===== config.mk =====
export PLATFORM = sky130hd
export DESIGN_NAME = charge_band_regs
export DESIGN_NICKNAME = d
export VERILOG_FILES = /design/src/include/charge_cfg_pkg.sv /design/src/logic/band_decode.sv /design/src/logic/charge_band_regs.sv
export SDC_FILE = /design/constraint.sdc
export NUM_CORES = 1
export LEC_CHECK = 0
export ABC_AREA = 0
export ABC_CLOCK_PERIOD_IN_PS = 3500
export BUFFER_PORTS_ARGS = -buffer_cell sky130_fd_sc_hd__buf_2
export CORE_AREA = 5 5 94 96
export DETAILED_ROUTE_END_ITERATION = 7
export DIE_AREA = 0 0 99 101
export PLACE_DENSITY_LB_ADDON = 0.2
export RECOVER_POWER = 50
export SLEW_MARGIN = 20
export SYNTH_ARGS = -nofsm -noshare
export SYNTH_HDL_FRONTEND = slang
export SYNTH_HIERARCHICAL = 1
export SYNTH_SLANG_ARGS = --single-unit

===== constraint.sdc =====
create_clock -name MCLK -period 3.5 [get_ports MCLK]
set_input_delay 0.525 -clock MCLK [delete_from_list [all_inputs] [get_ports MCLK]]
set_output_delay 0.525 -clock MCLK [all_outputs]
set_load 0.01 [all_outputs]

===== src/include/charge_cfg_pkg.sv =====
/*
 * Package for the charger temperature-band configuration registers:
 * offsets, reset values, field positions, decode tables and the carriers.
 * Assumes one clock domain shared with the host register port.
 */
package charge_cfg_pkg;

	// register offsets
	localparam logic [7:0] BAND_B_CHARGE_CONFIG_OFS = 8'h06;
	localparam logic [7:0] BAND_C_CHARGE_CONFIG_OFS = 8'h07;

	// reset values
	localparam logic [7:0] BAND_B_CHARGE_CONFIG_RST = 8'h4B;
	localparam logic [7:0] BAND_C_CHARGE_CONFIG_RST = 8'hBF;

	// field layout, identical in both registers
	localparam int THRESH_LSB  = 5;
	localparam int THRESH_W    = 3;
	localparam int VOLT_LSB    = 3;
	localparam int VOLT_W      = 2;
	localparam int CURR_LSB    = 0;
	localparam int CURR_W      = 3;

	// threshold in degrees C, default thermistor network
	localparam logic signed [7:0] TEMP_DEGC [8] = '{
		8'hF6, 8'h00, 8'h0A, 8'h0F, 8'h28, 8'h2D, 8'h32, 8'h3C
	};

	// termination feedback voltage in millivolts
	localparam logic [11:0] TERM_MV [4] = '{12'h7D0, 12'h802, 12'h81B, 12'h834};

	// current limit counted in steps of 12.5 percent of programmed current
	localparam logic [3:0] CURR_ZERO = 4'h0;
	localparam logic [3:0] CURR_STEP = 4'h1;

	typedef struct packed {
		logic signed [7:0] thresh_degc;
		logic [11:0]       term_mv;
		logic [3:0]        curr_eighths;
	} band_set_t;

	typedef struct packed {
		logic [7:0] cfg_b;
		logic [7:0] cfg_c;
		logic [7:0] rdata;
		logic       rvalid;
		band_set_t  set_b;
		band_set_t  set_c;
	} cfg_state_t;

endpackage : charge_cfg_pkg


===== src/logic/band_decode.sv =====
/*
 * Decodes one band configuration byte into threshold, termination
 * voltage and fast-charge current limit. Purely combinational.
 */
module band_decode (
	input  wire logic [7:0]                cfg,
	output charge_cfg_pkg::band_set_t     set
);

	logic [2:0] thresh_code;
	logic [1:0] volt_code;
	logic [2:0] curr_code;

	always_comb begin
		thresh_code = cfg[charge_cfg_pkg::THRESH_LSB +: charge_cfg_pkg::THRESH_W];
		volt_code   = cfg[charge_cfg_pkg::VOLT_LSB +: charge_cfg_pkg::VOLT_W];
		curr_code   = cfg[charge_cfg_pkg::CURR_LSB +: charge_cfg_pkg::CURR_W];
		set.thresh_degc = charge_cfg_pkg::TEMP_DEGC[thresh_code];
		set.term_mv     = charge_cfg_pkg::TERM_MV[volt_code];
		// code 0 is no current, then 25 percent rising by 12.5 percent
		if (curr_code == 3'h0) begin
			set.curr_eighths = charge_cfg_pkg::CURR_ZERO;
		end else begin
			set.curr_eighths = {1'b0, curr_code} + charge_cfg_pkg::CURR_STEP;
		end
	end

endmodule : band_decode


===== src/logic/charge_band_regs.sv =====
/*
 * Two read/write charger configuration registers for the second and third
 * temperature bands, with registered decoded settings for the charger.
 * Assumes the host register port runs on MCLK and drives one access a cycle.
 */
module charge_band_regs #(
	parameter int ADDR_W = 8
) (
	input  wire logic                       MCLK,
	input  wire logic                       RSTN,
	input  wire logic                       REG_WE,
	input  wire logic                       REG_RE,
	input  wire logic [ADDR_W-1:0]          REG_ADDR,
	input  wire logic [7:0]                 REG_WDATA,
	output logic [7:0]                      REG_RDATA,
	output logic                            REG_RVALID,
	output charge_cfg_pkg::band_set_t       BAND_B_SET,
	output charge_cfg_pkg::band_set_t       BAND_C_SET
);

	generate
		if (ADDR_W < 3 || ADDR_W > 8) begin : g_bad_width
			$error("ADDR_W must be between 3 and 8");
		end
	endgenerate

	localparam logic [ADDR_W-1:0] ADDR_B = ADDR_W'(charge_cfg_pkg::BAND_B_CHARGE_CONFIG_OFS);
	localparam logic [ADDR_W-1:0] ADDR_C = ADDR_W'(charge_cfg_pkg::BAND_C_CHARGE_CONFIG_OFS);

	charge_cfg_pkg::cfg_state_t state_r;
	charge_cfg_pkg::cfg_state_t state_nxt;
	charge_cfg_pkg::band_set_t  dec_b;
	charge_cfg_pkg::band_set_t  dec_c;

	logic hit_b;
	logic hit_c;

	assign hit_b = (REG_ADDR == ADDR_B);
	assign hit_c = (REG_ADDR == ADDR_C);

	band_decode u_decode_b (
		.cfg (state_r.cfg_b),
		.set (dec_b)
	);

	band_decode u_decode_c (
		.cfg (state_r.cfg_c),
		.set (dec_c)
	);

	always_comb begin
		state_nxt = state_r;
		state_nxt.rvalid = REG_RE;
		// reads return the value held before a same-cycle write
		if (REG_RE) begin
			if (hit_b) begin
				state_nxt.rdata = state_r.cfg_b;
			end else if (hit_c) begin
				state_nxt.rdata = state_r.cfg_c;
			end else begin
				state_nxt.rdata = 8'h00;
			end
		end
		if (REG_WE && hit_b) begin
			state_nxt.cfg_b = REG_WDATA;
		end
		if (REG_WE && hit_c) begin
			state_nxt.cfg_c = REG_WDATA;
		end
		// decoded settings follow the stored bytes with no extra command
		state_nxt.set_b = dec_b;
		state_nxt.set_c = dec_c;
	end

	always_ff @(posedge MCLK or negedge RSTN) begin
		if (!RSTN) begin
			state_r.cfg_b  <= charge_cfg_pkg::BAND_B_CHARGE_CONFIG_RST;
			state_r.cfg_c  <= charge_cfg_pkg::BAND_C_CHARGE_CONFIG_RST;
			state_r.rdata  <= 8'h00;
			state_r.rvalid <= 1'b0;
			state_r.set_b  <= '0;
			state_r.set_c  <= '0;
		end else begin
			state_r <= state_nxt;
		end
	end

	assign REG_RDATA  = state_r.rdata;
	assign REG_RVALID = state_r.rvalid;
	assign BAND_B_SET = state_r.set_b;
	assign BAND_C_SET = state_r.set_c;

	// checks

	// port fields of the write and read bytes, for the checks below
	logic [2:0] wr_thresh;
	logic [1:0] wr_volt;
	logic [2:0] wr_curr;
	logic [3:0] wr_eighths;

	logic [2:0] rd_thresh;
	logic [1:0] rd_volt;
	logic [2:0] rd_curr;
	logic [3:0] rd_eighths;

	assign wr_thresh  = REG_WDATA[charge_cfg_pkg::THRESH_LSB +: charge_cfg_pkg::THRESH_W];
	assign wr_volt    = REG_WDATA[charge_cfg_pkg::VOLT_LSB +: charge_cfg_pkg::VOLT_W];
	assign wr_curr    = REG_WDATA[charge_cfg_pkg::CURR_LSB +: charge_cfg_pkg::CURR_W];
	assign wr_eighths = {1'b0, wr_curr} + {3'h0, (wr_curr != 3'h0)};

	assign rd_thresh  = REG_RDATA[charge_cfg_pkg::THRESH_LSB +: charge_cfg_pkg::THRESH_W];
	assign rd_volt    = REG_RDATA[charge_cfg_pkg::VOLT_LSB +: charge_cfg_pkg::VOLT_W];
	assign rd_curr    = REG_RDATA[charge_cfg_pkg::CURR_LSB +: charge_cfg_pkg::CURR_W];
	assign rd_eighths = {1'b0, rd_curr} + {3'h0, (rd_curr != 3'h0)};
endmodule : charge_band_regs


* After elaboration in Yosys (flattened, before gate mapping) *
Memories as Yosys holds them, arrays and structs flattened. A register that Yosys moved wholly into a read port is not among the register bits.
Cells that the tools add are included.

storage, ports and cells
  register bits = 57
  latch bits = 0
  memory bits (writable) = 0
  bits in read-only memories = 128
  input port bits = 20
  word-level logic and storage cells = 36
  memories kept = 2

cells by class
  add/subtract/negate cells = 2
  multiply operators = 0
  div/mod/pow operators = 0
  magnitude comparators = 2
  eq/ne operators = 2
  shifts and indexed selects = 0
  mux-type cells = 10
  bitwise gates (word level) = 4
  reductions and logical operators = 6

memory list
  name              depth  width  rd ports  clocked after memory_dff  write ports  RTL line           text
  (name not given)  8      8      1         1                         0            band_decode.sv:18  set.thresh_degc = charge_cfg_pkg::TEMP_DEGC[thresh_code];
  (name not given)  8      8      1         1                         0            band_decode.sv:18

operators by type and width
  kind                   number
  $bmux W12 S2           2
  $mux W12               4
  $eq A8 B3 Y1 const B   2
  $mux W8                2
  $add A3 B1 Y4 const B  2
  $mux W4                2
  $not A3 Y4             2
  $ge A3 B3 Y1 const B   2
  $logic_not A3 Y1       2
  $not A2 Y3             2
  $logic_and A1 B1 Y1    2
  $logic_not A1 Y1       2

* Depth between registers and ports, before layout *
  word-level depth = 4
  depth in mapped cells = 5

* Cells and area by module *
The synthesis kept the hierarchy.

by module, submodules not included
  module                     instances  cells each  area an instance (um^2)
  charge_band_regs           1          189         2762.6
  band_decode at u_decode_b  1          43          362.8
  band_decode at u_decode_c  1          44          352.8

* Worst setup path before layout *
Ideal clock, no wire load.

  kind = input-to-reg
  start point = input port REG_ADDR[5]
  end point = register state_r[63] (netlist bit)
  arrival time = 1.995 ns
  required time = 3.375 ns
  path slack = 1.380 ns
  stages on the path = 4
  buffers on the path = 1
  path through = or4_4 or4_4 buf_6 mux2_4

between the ends
  word-level cells in the longest chain between the ends = 2

ends and longest elaborated chain
  item                  RTL line                text
  start, declared       charge_band_regs.sv:13  input wire logic [ADDR_W-1:0] REG_ADDR,
  $eq A8 B3 Y1          charge_band_regs.sv:39  assign hit_c = (REG_ADDR == ADDR_C);
  $logic_and A1 B1 Y1   charge_band_regs.sv:67  if (REG_WE && hit_c) begin
  end signal, assigned  charge_band_regs.sv:84  state_r <= state_nxt;
  end, declared         charge_band_regs.sv:30  charge_cfg_pkg::cfg_state_t state_r;

No other way between the ends.
A chain may end at the register's enable or synchronous reset.

* Final worst setup path *
Same ends and word-level chain as after synthesis.

==> metrics.md <==
| Metric | Value |
|---|---|
| Post-CTS Setup Repair Bufs | 0 |
| IO buf count | 76 |
| Residual DRC | 0 |
| Chip Width | 99 um |
| # diodes | 0 |
| FMAX | 0.528 GHz |
| Measured slew at the worst slew-check pin | 1.74 ns |
| CTS Sinks | 73 |
| Most common cell in the netlist | buf_4 |
| TNS Setup | 0 ns |
| Tot GR Track Use | 0.118 |
| Cell repeated most along the worst path | or4_4 |
| Worst-Skew Late Latency | 0.34 ns |
| Max Buffers Root-to-Sink | 2 |
| Relative slew slack | -0.157 |
| WL/cell | 13.3 um |
| WP data required | 3.72 ns |
| Routed WL | 5270 um |
| Reg-to-reg critical path endpoint | BAND_C_SET[2] |
| Total number of yosys warnings | 6 |
| Critical path class | in -> reg |
| Share of layout cells above drive strength 1 | 0.450 |
| Largest family of logic cells by synthesized area | buffers and inverters |
| Clock slew at reported path FFs | 0.07 ns |
| Worst setup EP type | register |
| Fillers | 756 |
| Final worst-path cycle share | 0.542 |
| Seq/Total Area, Yosys | 0.529 |
| Synth Register Bits | 73 |
| Outcome | finished with violations |
| Final Power | 0.00187 W |
| Post-synth EDFFs | 0 |
| Crit path time final | 1.90 ns |
| VDD IR max | 0.203 mV |
| Adder-Cell Fraction of Synth Area | 0.0935 |
| Vias after detailed routing | 1689 |
| Crit-path max FO | 8 |
| MaxCap Viol Count | 1 |
| Failing checks | capacitance limit, slew limit |
| Hold endpoint | state_r[61] |
| Leak | 1.78 nW |
| Final core utilization | 0.459 |
| Rows | 33 |
| XOR/XNOR Fraction of Synth Area | 0 |
| Post-synthesis compound-gate area fraction | 0.0295 |
| Critical path's largest stage delay | 0.61 ns |
| Most frequent cells after synthesis | buf_4 (70), dfrtp_1 (62), inv_1 (30) |
| # setup viols final | 0 |
| Final Hold Vio Count | 0 |
| Area added between synthesis and finish | 5.18% |
| Crit path cell chain | buf_2 > or4_4 > or4_4 > mux2_4 |
| Multiplexer share of the synthesized area | 0.106 |
| Reg2reg start | state_r[57] |
| Final Wtd Congestion | 0.693 |
| Layout Cells excl Fill | 396 |
| Syn_area_per_cell | 12.6 um2 |
| Core ar. | 0.00797 mm2 |
| First-pass GRT wire length | 9050 um |
| Initial DRC count | 34 |
| Starting Density | 0.436 |
| Number of global-route vias before repair | 1754 |
| Detail Route Antenna Nets | 0 |
| Post-placement cell count | 380 |
| Synthesized area | 0.00348 mm2 |
| Drt pass-1 iters | 4 |
| Post-Place Worst Slack | 1.23 ns |
| Worst hold path type | in -> reg |
| RSZ-0062 raised after global routing | false |
| Htree depth | 3 |
| Top delay family on crit path | simple AND/OR/NAND/NOR gates |
| Die area | 0.0100 mm2 |
| Initial antenna violation count | 0 |
| Slew Viols, Final | 74 |
| Primary FF master, synth | dfrtp_1 |
| Synth cell types | 25 |
| Worst Slack Setup Final | 1.60 ns |
| Syn nets | 322 |
| CTS resizes | 0 |
| Largest net degree at the start of global routing | 74 |
| Footprint of the multi-input gates | 951 um2 |
| Gate Count Post-Synth | 276 |
| Main area contributors after synthesis | dfrtp_1 (45%), buf_4 (15%), ha_1 (9.4%) |
| CTS Hold Buffers Added | 0 |
| Async SR Flop Fraction | 1.00 |
| GRT Residual Overflow | 0 |
| CTS tree | yes |
| CP bufs+invs | 1 |
| Simple logic cell fraction of the synthesized area | 0.0439 |
| Hold path cells | 2 |
| Power density cells | 511 mW/mm2 |
| Worst Setup Start Kind | input pin |
| Worst path slowest cell | or4_4 |
| Final net count | 332 |
| Synth top area share | 0.446 |
| Register Area | 0.00184 mm2 |
| Critical Path AT | 2.12 ns |
| Vias per std cell | 4.27 |
| Yosys top cell by area | dfrtp_1 |
| DP HPWL | 3800 um |
| Worst Hold Launch | REG_WDATA[4] |
| Ports | 77 |
| Chip height | 101 um |
| Worst R2R Setup Slack | 2.11 ns |
| Worst Skew | 0.00768 ns |
| CTS root buf | clkbuf_8 |
| Number of buffers created by CTS | 9 |
| Cells on worst reg2reg path | 4 |
## cell families (layout without fill, tap and decap cells)
group / Yosys count / after routing
buf+inv: 107 / 122
flops: 73 / 73
mux: 30 / 30
fa+ha+maj: 26 / 26
simple gates: 23 / 23
compound gates: 17 / 17
## registers in the layout, summed over array words and instances, names as in the netlist
name and count:
REG_RDATA 8, BAND_B_SET 24, REG_RVALID 1, state_r 16
BAND_C_SET 24
## routing by layer
layer | vias up | global-route usage | part of all wire
met4 | 0 | 0.0788 | 0.027
met1 | 813 | 0.147 | 0.44
li1 | 822 | - | -
met3 | 10 | 0.0311 | 0.060
met5 | - | 0 | 0
met2 | 44 | 0.181 | 0.48
## worst max-delay path by stage
stage | start | depth (start not counted) | slack (ns) | endpoint
2_1_floorplan | REG_ADDR[5] | 4 | 1.38 | state_r[63]
3_3_place_gp | REG_ADDR[5] | 4 | 1.27 | state_r[63]
3_5_place_dp | REG_ADDR[5] | 4 | 1.23 | state_r[72]
4_1_cts | REG_ADDR[5] | 4 | 1.59 | state_r[72]
5_1_grt | RSTN | 1 | 1.38 | BAND_C_SET[9]
6_report | REG_ADDR[5] | 4 | 1.60 | state_r[63]
## power by group
part / internal, W / switching [W]
clock network: 0.000492 / 0.000297
logic: 0.0000702 / 0.0000895
registers: 0.000898 / 0.0000245
total: 0.00146 / 0.000411
## layout make-up
type / count / share of cell area
Clock buffer: 11 / 0.0386
Clock inverter: 5 / 0.0280
Inverter: 30 / 0.0308
Multi-Input combinational cell: 96 / 0.260
Sequential cell: 73 / 0.503
Tap cell: 105 / 0.0359
Timing Repair Buffer: 76 / 0.104
## through the flow
stage | hold WS, ns | cell area [um2]
floorplan | 0.229 | 3480
global placement | 0.516 | 3420
detailed placement | 0.523 | 3420
CTS | 0.327 | 3660
global route | 0.435 | 3660
finish | 0.440 | 3660
## placed cells by master (no fill, tap or decap), types with 2 or more instances in the layout
master     count
inv_1         30
dfrtp_1       62
or4_4          2
nor3_1         2
clkbuf_8      10
mux2_2        16
nor2b_2        2
o22ai_1        8
dfstp_2        7
o21ai_0        3
buf_2         74
or3b_1         2
bufinv_16      3
mux2i_1        4
a21oi_1        3
nand2_1        9
or2_2          3
clkbuf_1       2
mux2_4        10
dfstp_1        4
a21o_1         2
ha_1          26
(Power assumes the default switching activity.)
